$ cat src/core/usdf_defines.svh
`ifndef USDF_DEFINES_SVH
`define USDF_DEFINES_SVH

// register indices; byte address is four times the index
`define USDF_IDX_CONFIG 7'h72
`define USDF_IDX_CONTROL 7'h73
`define USDF_IDX_STATUS1 7'h74
`define USDF_IDX_STATUS2 7'h75
`define USDF_IDX_DATA_HI 7'h76
`define USDF_IDX_DATA_LO 7'h77

// control register fields
`define USDF_CTL_TIE 7
`define USDF_CTL_TX_COMPLETE_IRQ_ENABLE 6
`define USDF_CTL_RIE 5
`define USDF_CTL_IDLE_IRQ_ENABLE 4
`define USDF_CTL_TE 3
`define USDF_CTL_RE 2
`define USDF_CTL_RWU 1
// config register fields
`define USDF_CFG_NINE 4
// data high fields
`define USDF_DHI_RX8 7
`define USDF_DHI_TX8 6

// reset values
`define USDF_RST_STATUS1 8'hc0
`define USDF_RST_CONTROL 8'h00
`define USDF_RST_CONFIG 8'h00

// one character time in bit periods, start and stop included
`define USDF_CHAR_BITS_8 4'ha
`define USDF_CHAR_BITS_9 4'hb

`endif

$ cat src/core/usdf_pkg.sv
package usdf_pkg;

  typedef struct packed {
    logic [7:0] data;
    logic ninth;
    logic noise;
    logic frame_err;
    logic parity_err;
  } usdf_rx_char_t;

  typedef struct packed {
    logic tx_buffer_empty_flag;
    logic tx_complete_flag;
    logic rx_buffer_full_flag;
    logic idle_flag;
    logic overrun_flag;
    logic noise_flag;
    logic framing_error_flag;
    logic parity_error_flag;
  } usdf_status_t;

  typedef struct packed {
    logic [7:0] data;
    logic ninth;
  } usdf_tx_char_t;

endpackage

$ cat src/core/usdf_core.sv
`timescale 1ns/1ns
`include "usdf_defines.svh"

// Function
// RL1 - tx empty set when buffer empty, sequence-cleared
// RL2 - tx complete set when idle, sequence-cleared
// RL3 - rx full set on buffer load, sequence-cleared
// RL4 - line idle after one high character time
// RL5 - idle needs prior activity, wakeup suppresses
// RL6 - overrun keeps old character, flags overrun
// RL7 - noise flag on non-unanimous sampling
// RL8 - framing flag on zero stop bit
// RL9 - parity flag on wrong parity
// RL10 - noise, framing, parity never interrupt
// RL11 - reset status: tx flags set only
// RL12 - status2 holds only receiver active bit
// RL13 - one data address, both directions buffered
// RL14 - data high: rx bit7, tx bit6
// RL15 - interrupt on tx empty and enable
// RL16 - interrupt on tx complete and enable
// RL17 - enabling transmitter sets both tx flags
// RL18 - disable: finish character, drop queue, release
// RL19 - idle disable releases pin at bit tick
// RL20 - disable only requests stop; reset stops now
// RL21 - rx interrupt on full or overrun
// RL22 - idle interrupt when enabled
// RL23 - wakeup inhibits receiver interrupts
// RL24 - single level interrupt of all conditions
module usdf_core
  import usdf_pkg::*;
(
  // clock and reset
  input wire logic clk,
  input wire logic resetn,
  // avalon-mm slave
  input wire logic [8:0] address,
  input wire logic read,
  input wire logic write,
  input wire logic [31:0] writedata,
  output logic [31:0] readdata,
  output logic waitrequest,
  // transmit shift engine
  output usdf_tx_char_t tx_char,
  output logic tx_char_valid,
  input wire logic tx_take,
  input wire logic tx_busy,
  output logic tx_pin_enable,
  // receive shift engine
  input wire usdf_rx_char_t rx_char,
  input wire logic rx_char_done,
  input wire logic rx_active,
  input wire logic rx_line,
  // baud generator
  input wire logic bit_tick,
  // interrupt
  output logic irq
);

  logic rst_meta_q;
  logic rst_sync_q;
  logic wait_q;
  logic [31:0] rdata_q;
  logic [7:0] ctrl_q;
  logic [7:0] cfg_q;
  logic te_prev_q;
  usdf_tx_char_t tx_buf_q;
  logic tx_full_q;
  logic tx_pin_q;
  usdf_rx_char_t rx_buf_q;
  logic raf_q;
  usdf_status_t st_q;
  logic txe_q;
  logic txc_q;
  logic rxf_q;
  logic idle_q;
  logic ovr_q;
  logic nf_q;
  logic fe_q;
  logic pe_q;
  usdf_status_t arm_q;
  logic [3:0] idle_cnt_q;
  logic idle_armed_q;
  logic irq_q;

  logic rst_n;
  logic req;
  logic ack;
  logic [6:0] idx;
  logic wr_data_lo;
  logic wr_data_hi;
  logic rd_data_lo;
  logic rd_status1;
  logic te;
  logic te_rise;
  logic rx_load;
  logic rx_over;
  logic line_idle;
  logic tx_clr;
  logic rx_clr;
  logic [3:0] char_bits;
  logic te_off;

  localparam logic [7:0] rst_status1 = `USDF_RST_STATUS1;

  assign rst_n = rst_sync_q;
  assign st_q = {txe_q, txc_q, rxf_q, idle_q, ovr_q, nf_q, fe_q, pe_q};
  assign te_off = ack & write & (idx == `USDF_IDX_CONTROL) & ~writedata[`USDF_CTL_TE];
  assign req = read | write;
  // request is answered on the edge after it is first seen
  assign ack = req & ~wait_q;
  assign idx = address[8:2];
  assign wr_data_lo = ack & write & (idx == `USDF_IDX_DATA_LO);
  assign wr_data_hi = ack & write & (idx == `USDF_IDX_DATA_HI);
  assign rd_data_lo = ack & read & (idx == `USDF_IDX_DATA_LO);
  assign rd_status1 = ack & read & (idx == `USDF_IDX_STATUS1);
  assign te = ctrl_q[`USDF_CTL_TE];
  assign te_rise = te & ~te_prev_q;
  assign rx_load = rx_char_done & ctrl_q[`USDF_CTL_RE] & ~st_q.rx_buffer_full_flag;
  assign rx_over = rx_char_done & ctrl_q[`USDF_CTL_RE] & st_q.rx_buffer_full_flag;
  assign tx_clr = wr_data_lo;
  assign rx_clr = rd_data_lo;
  assign char_bits = cfg_q[`USDF_CFG_NINE] ? `USDF_CHAR_BITS_9 : `USDF_CHAR_BITS_8;
  assign line_idle = bit_tick & rx_line & (idle_cnt_q == char_bits - 4'h1); // [RL4]

  assign readdata = rdata_q;
  assign waitrequest = wait_q;
  assign tx_char = tx_buf_q;
  assign tx_char_valid = tx_full_q;
  assign tx_pin_enable = tx_pin_q;
  assign irq = irq_q;

  // reset release through two flops
  always_ff @(posedge clk or negedge resetn) begin
    if (!resetn) begin
      rst_meta_q <= 1'b0;
      rst_sync_q <= 1'b0;
    end else begin
      rst_meta_q <= 1'b1;
      rst_sync_q <= rst_meta_q;
    end
  end

  // bus handshake and read data capture
  always_ff @(posedge clk or negedge rst_n) begin
    if (!rst_n) begin
      wait_q <= 1'b1;
      rdata_q <= 32'h0000_0000;
    end else begin
      wait_q <= ~(req & wait_q);
      if (req & wait_q & read) begin
        case (idx)
          `USDF_IDX_CONFIG: rdata_q <= {24'h00_0000, cfg_q};
          `USDF_IDX_CONTROL: rdata_q <= {24'h00_0000, ctrl_q};
          `USDF_IDX_STATUS1: rdata_q <= {24'h00_0000, st_q};
          `USDF_IDX_STATUS2: rdata_q <= {31'h0000_0000, raf_q}; // [RL12]
          `USDF_IDX_DATA_HI: begin
            rdata_q <= {24'h00_0000, rx_buf_q.ninth, tx_buf_q.ninth, 6'h00}; // [RL14]
          end
          `USDF_IDX_DATA_LO: rdata_q <= {24'h00_0000, rx_buf_q.data}; // [RL13]
          default: rdata_q <= 32'h0000_0000;
        endcase
      end else begin
        rdata_q <= 32'h0000_0000;
      end
    end
  end

  // control and config registers
  always_ff @(posedge clk or negedge rst_n) begin
    if (!rst_n) begin
      ctrl_q <= `USDF_RST_CONTROL;
      cfg_q <= `USDF_RST_CONFIG;
      te_prev_q <= 1'b0;
    end else begin
      te_prev_q <= te;
      if (ack & write & (idx == `USDF_IDX_CONTROL)) begin
        // clearing te only asks for a stop; the engine finishes its character
        ctrl_q <= writedata[7:0]; // [RL20]
      end
      if (ack & write & (idx == `USDF_IDX_CONFIG)) begin
        cfg_q <= writedata[7:0];
      end
    end
  end

  // transmit buffer
  always_ff @(posedge clk or negedge rst_n) begin
    if (!rst_n) begin
      tx_buf_q <= '0;
      tx_full_q <= 1'b0;
    end else begin
      if (wr_data_hi) begin
        tx_buf_q.ninth <= writedata[`USDF_DHI_TX8]; // [RL14]
      end
      if (wr_data_lo) begin
        tx_buf_q.data <= writedata[7:0]; // [RL13]
      end
      if (!te || te_off) begin
        // queued characters are lost once the transmitter is disabled;
        // dropping them on the disabling write keeps tx_char_valid a plain flop
        tx_full_q <= 1'b0; // [RL18]
      end else if (wr_data_lo) begin
        tx_full_q <= 1'b1; // [RL13]
      end else if (tx_take) begin
        tx_full_q <= 1'b0;
      end
    end
  end

  // transmit pin ownership
  always_ff @(posedge clk or negedge rst_n) begin
    if (!rst_n) begin
      tx_pin_q <= 1'b0; // [RL20]
    end else if (te) begin
      tx_pin_q <= 1'b1;
    end else if (!tx_busy && bit_tick) begin
      // release waits for the engine and lands on a bit boundary
      tx_pin_q <= 1'b0; // [RL18] [RL19]
    end
  end

  // arming of the clear sequences by a status read
  always_ff @(posedge clk or negedge rst_n) begin
    if (!rst_n) begin
      arm_q <= '0;
    end else if (rd_status1) begin
      // the snapshot returned to software is what arms each flag
      arm_q <= rdata_q[7:0];
    end else begin
      if (tx_clr) begin
        arm_q.tx_buffer_empty_flag <= 1'b0;
        arm_q.tx_complete_flag <= 1'b0;
      end
      if (rx_clr) begin
        arm_q.rx_buffer_full_flag <= 1'b0;
        arm_q.idle_flag <= 1'b0;
        arm_q.overrun_flag <= 1'b0;
        arm_q.noise_flag <= 1'b0;
        arm_q.framing_error_flag <= 1'b0;
        arm_q.parity_error_flag <= 1'b0;
      end
    end
  end

  // transmit buffer empty; a set in the clearing cycle wins
  always_ff @(posedge clk or negedge rst_n) begin
    if (!rst_n) begin
      txe_q <= rst_status1[7]; // [RL11]
    end else if (te_rise || (!tx_full_q && !wr_data_lo)) begin
      txe_q <= 1'b1; // [RL1] [RL17]
    end else if (tx_clr && arm_q.tx_buffer_empty_flag) begin
      txe_q <= 1'b0; // [RL1]
    end
  end

  // transmit complete; a set in the clearing cycle wins
  always_ff @(posedge clk or negedge rst_n) begin
    if (!rst_n) begin
      txc_q <= rst_status1[6]; // [RL11]
    end else if (te_rise || (!tx_full_q && !tx_busy && !wr_data_lo)) begin
      txc_q <= 1'b1; // [RL2] [RL17] [RL18]
    end else if (tx_clr && arm_q.tx_complete_flag) begin
      txc_q <= 1'b0; // [RL2]
    end
  end

  // receive buffer
  always_ff @(posedge clk or negedge rst_n) begin
    if (!rst_n) begin
      rx_buf_q <= '0;
    end else if (rx_load) begin
      rx_buf_q.data <= rx_char.data; // [RL3]
      rx_buf_q.ninth <= cfg_q[`USDF_CFG_NINE] & rx_char.ninth; // [RL14]
    end
  end

  // receive full
  always_ff @(posedge clk or negedge rst_n) begin
    if (!rst_n) begin
      rxf_q <= 1'b0;
    end else if (rx_load) begin
      rxf_q <= 1'b1; // [RL3]
    end else if (rx_clr && arm_q.rx_buffer_full_flag) begin
      rxf_q <= 1'b0; // [RL3]
    end
  end

  // noise, framing and parity describe the buffered character
  always_ff @(posedge clk or negedge rst_n) begin
    if (!rst_n) begin
      nf_q <= 1'b0;
      fe_q <= 1'b0;
      pe_q <= 1'b0;
    end else if (rx_load) begin
      nf_q <= rx_char.noise; // [RL7]
      fe_q <= rx_char.frame_err; // [RL8]
      pe_q <= rx_char.parity_err; // [RL9]
    end else if (rx_clr) begin
      if (arm_q.noise_flag) begin
        nf_q <= 1'b0; // [RL7]
      end
      if (arm_q.framing_error_flag) begin
        fe_q <= 1'b0; // [RL8]
      end
      if (arm_q.parity_error_flag) begin
        pe_q <= 1'b0; // [RL9]
      end
    end
  end

  // overrun drops the new character and leaves the buffer alone
  always_ff @(posedge clk or negedge rst_n) begin
    if (!rst_n) begin
      ovr_q <= 1'b0;
    end else if (rx_over) begin
      ovr_q <= 1'b1; // [RL6]
    end else if (rx_clr && arm_q.overrun_flag) begin
      ovr_q <= 1'b0; // [RL6]
    end
  end

  // idle line counting
  always_ff @(posedge clk or negedge rst_n) begin
    if (!rst_n) begin
      idle_cnt_q <= 4'h0;
      idle_armed_q <= 1'b0;
    end else if (!rx_line) begin
      idle_cnt_q <= 4'h0;
      idle_armed_q <= 1'b1; // [RL5]
    end else if (line_idle) begin
      idle_cnt_q <= 4'h0;
      idle_armed_q <= 1'b0;
    end else if (bit_tick) begin
      idle_cnt_q <= idle_cnt_q + 4'h1; // [RL4]
    end
  end

  // one report per idle period; wakeup hides it entirely
  always_ff @(posedge clk or negedge rst_n) begin
    if (!rst_n) begin
      idle_q <= 1'b0;
    end else if (line_idle && idle_armed_q && !ctrl_q[`USDF_CTL_RWU]) begin
      idle_q <= 1'b1; // [RL5]
    end else if (rx_clr && arm_q.idle_flag) begin
      idle_q <= 1'b0; // [RL5]
    end
  end

  // receiver active, one cycle behind the engine
  always_ff @(posedge clk or negedge rst_n) begin
    if (!rst_n) begin
      raf_q <= 1'b0;
    end else begin
      raf_q <= rx_active; // [RL12]
    end
  end

  // interrupt request; noise, framing and parity flags stay out of it
  always_ff @(posedge clk or negedge rst_n) begin
    if (!rst_n) begin
      irq_q <= 1'b0;
    end else begin
      irq_q <= (st_q.tx_buffer_empty_flag & ctrl_q[`USDF_CTL_TIE]) // [RL15]
             | (st_q.tx_complete_flag & ctrl_q[`USDF_CTL_TX_COMPLETE_IRQ_ENABLE]) // [RL16]
             | (~ctrl_q[`USDF_CTL_RWU] // [RL23]
                & ((ctrl_q[`USDF_CTL_RIE] & (st_q.rx_buffer_full_flag | st_q.overrun_flag)) // [RL21]
                 | (ctrl_q[`USDF_CTL_IDLE_IRQ_ENABLE] & st_q.idle_flag))); // [RL22] [RL10] [RL24]
    end
  end

endmodule

$ cat config.mk
export PLATFORM = sky130hd
export DESIGN_NAME = usdf_core
export DESIGN_NICKNAME = d
export VERILOG_FILES = /design/src/core/usdf_pkg.sv /design/src/core/usdf_core.sv
export VERILOG_INCLUDE_DIRS = /design/src /design/src/core
export SDC_FILE = /design/constraint.sdc
export NUM_CORES = 1
export LEC_CHECK = 0
export BUFFER_PORTS_ARGS = -buffer_cell sky130_fd_sc_hd__buf_4
export CORE_AREA = 5 5 85 87
export DETAILED_ROUTE_END_ITERATION = 6
export DIE_AREA = 0 0 90 92
export GPL_ROUTABILITY_DRIVEN = 0
export HOLD_SLACK_MARGIN = 0.06
export PLACE_DENSITY = 0.91
export SETUP_SLACK_MARGIN = 0.4
export SKIP_CTS_REPAIR_TIMING = 1
export SYNTH_ARGS = -nofsm -noshare
export SYNTH_HDL_FRONTEND = slang
export SYNTH_SLANG_ARGS = --single-unit
$ cat constraint.sdc
create_clock -name clk -period 5.45 [get_ports clk]
set_input_delay 0.2725 -clock clk [delete_from_list [all_inputs] [get_ports clk]]
set_output_delay 0.2725 -clock clk [all_outputs]
set_load 0.02 [all_outputs]
==> flow_summary.json <==
{
  "pin_count": 108,
  "htreeDepth": 3,
  "critPathCaptureType": "flip-flop",
  "r2r_slack_ns": 3.40,
  "combPwrFrac": 0.115,
  "pwr-share-clk": 0.414,
  "port_buffers": 57,
  "drtIter0Drc": 209,
  "synth_compound_area_frac": 0.116,
  "syn_inst": 286,
  "min_from": "write",
  "yosysUniqueCellTypes": 52,
  "synth_edf_count": 0,
  "cts_sinks": 71,
  "fin_crit_ns": 2.05,
  "fin_util": 0.636,
  "yosys.area_share.simple": 0.142,
  "synth_top_family_by_area": "simple AND/OR/NAND/NOR gates",
  "hold_depth": 2,
  "synth_xor_area_frac": 0.00264,
  "grt_max_degree": 70,
  "synthTopCellsByArea": "dfrtp_1 (51%), mux2_2 (6.1%), buf_4 (5.4%), nand2_1 (4.7%), mux2_4 (3.6%)",
  "synth_seq_cells": 71,
  "grt.busiest_layer": "met2",
  "cts_root_buf": "clkbuf_8",
  "netlist_top_cells_count": "dfrtp_1 (68), nand2_1 (42), buf_4 (24), mux2_2 (18), nor2_1 (11)",
  "cp.required_ns": 5.68,
  "max-slew-margin-rel": 0.177,
  "cp_cell_sequence": "nand2b_1, nor3_2, mux2_2",
  "cts_tree": "done",
  "postRouteAntennaNets": 0,
  "die-area_sq_mm": 0.00828,
  "synth_most_common_cell": "dfrtp_1",
  "grt_pass1_wl_microns": 12300,
  "maxCapViolations": 0,
  "nets": 412,
  "timing.fmax_mhz": 487,
  "start_util": 0.529,
  "pwr-share-seq": 0.471,
  "synth_ff_type": "dfrtp_1",
  "fin_crit_sh": 0.377,
  "cts_inserted_buffers": 9,
  "finalClockSkew_ns": 0.00804,
  "timing_hold_violations_final": 0,
  "rsz0062_at_grt": "no",
  "die_h_microns": 92,
  "clk_latency_ns": 0.35,
  "grt-ovfl-total": 0,
  "grt_usage": 0.185,
  "crit_buf_inv": 0,
  "global_route.usage.met1": 0.226,
  "slowest_delay_ns": 0.93,
  "hpwl_microns": 5370,
  "first_pass_iters": 4,
  "synthAdderAreaFrac": 0.00377,
  "synth_top_area_frac": 0.512,
  "reg2reg_depth": 3,
  "gr-usage-met3": 0.0507,
  "path_clk_slew_ns": 0.07,
  "vias_per_cell": 5.60,
  "hold_class": "in -> reg",
  "seq_area_frac_synth": 0.536,
  "avgSynthCellArea_sq_um": 11.6,
  "antenna_found_initial": 0,
  "synthArstFlopShare": 1.00,
  "ir_drop_mv": 0.215,
  "fp.dieW_microns": 90,
  "swShare": 0.247,
  "slowest_stage": "nor3_2",
  "power_leakage_nw": 2.03,
  "worstSetupStartpointType": "flip-flop",
  "r2r_end": "tx_char[5]",
  "setup_viol": 0,
  "rows": 29,
  "grt_use_met2": 0.307,
  "cts_buffer_depth": 2,
  "grt_pass1_vias": 2513,
  "status": "complete, no violations",
  "drt-wirelength-per-cell_microns": 17.4,
  "min_to": "waitrequest",
  "r2r-start": "waitrequest",
  "drv_slew": 0,
  "setup_tns_ns": 0,
  "tightest_slew_ns": 1.23,
  "p_int_w": 0.000965,
  "critPathKind": "reg -> reg",
  "drc": 0,
  "crit_family": "simple AND/OR/NAND/NOR gates",
  "crit_arrival_ns": 2.29,
  "vias": 2406,
  "ys_warn_count": 0,
  "p_per_area_mw_per_mm2": 321,
  "synth_top_cell_by_area": "dfrtp_1",
  "netlist_area_sq_mm": 0.00332,
  "coreArea_sq_mm": 0.00628,
  "n_antenna_cell": 0,
  "layout-drive-gt1-share": 0.326,
  "routed_wl_microns": 7480,
  "syn2layout_area_growth_pct": 20.2,
  "p_sw_w": 0.000316,
  "synth.mux.area_fraction": 0.125,
  "crit_path_max_fanout": 14
}
[flip-flops by register name (all words and copies together), names as in the netlist, 4 cells and up]
name / cells
ctrl_q: 8
tx_char: 9
cfg_q: 8
arm_q: 8
rx_buf_q: 9
idle_cnt_q: 4
readdata: 8
[kinds of logic after synthesis]
logic type      count (synthesis)
simple gates                   90
xor+xnor                        1
flops                          71
mux                            34
buf+inv                        35
other cells                     2
compound gates                 52
fa+ha+maj                       1
[layout by cell type, fill, tap and decap left out, drive strengths merged, types with 2 or more instances in the layout]
cell type    count
o31ai            2
mux2i            7
buf             58
dfstp            3
clkinv           2
nor2b            6
nand3b           2
inv              3
o22a             2
o21ai            7
bufinv           3
a31oi            2
nor3             4
a2111o           2
nand2b           5
a22o             8
dfrtp           68
a21o             8
nand3            8
a22oi            6
nand2           42
mux2            26
a21oi            7
nor2            11
dlygate4sd3      2
nand4b           2
clkbuf          11
or3              2
conb            25
[power groups by stage]
| stage | registers [W] | logic [W] | clock network (W) |
|---|---|---|---|
| finish | 0.000604 | 0.000147 | 0.000530 |
| global route | 0.000607 | 0.000164 | 0.000555 |
| floorplan | 0.000616 | 0.0000939 | 0 |
| CTS | 0.000602 | 0.000148 | 0.000533 |
| detailed placement | 0.000612 | 0.000146 | 0 |
| global placement | 0.000610 | 0.000141 | 0 |
[metrics by stage]
stage	area, sq um	std cells	total power, W	worst slack (ns)	hold WS (ns)
after detailed placement	3720	412	0.000758	3.22	0.0566
after floorplan	3410	309	0.000710	3.33	-0.0231
after global placement	3720	412	0.000750	3.29	0.0552
final	3990	430	0.00128	3.40	0.0981
after global routing	3990	430	0.00133	3.26	0.109
after CTS	3970	428	0.00128	3.38	-0.321
[how the worst max path moves through the flow]
| stage | startpoint | endpoint | slack, ns | cells after the start |
|---|---|---|---|---|
| finish | waitrequest | tx_char[5] | 3.40 | 3 |
| global route | waitrequest | tx_char[5] | 3.26 | 3 |
| CTS | waitrequest | tx_char[5] | 3.38 | 3 |
| detailed placement | address[2] | tx_char[6] | 3.22 | 4 |
| global placement | address[2] | tx_char[1] | 3.29 | 4 |
| floorplan | rst_n | arm_q[0] | 3.33 | 0 |
[worst reg2reg max path: stages (launching register included)]
cell and delay [ns]:
dfstp_2 0.39, nand2b_1 0.18, nor3_2 0.93, mux2_2 0.44
[routing by layer]
| metal | vias to the layer above | share of wire |
|---|---|---|
| li1 | 1095 | - |
| met1 | 1190 | 0.41 |
| met2 | 100 | 0.49 |
| met3 | 21 | 0.072 |
| met4 | 0 | 0.031 |
| met5 | - | 0 |
[cell type report]
cell class | count | area, sq um
multi-input combinational | 203 | 1390
sequential | 71 | 1780
clock buffer | 11 | 151
fill | 478 | 2290
clock inverter | 5 | 104
inverter | 3 | 11.3
timing repair buffer | 60 | 455
tap | 77 | 96.3
Note: power is estimated with default switching activity, not from simulation.
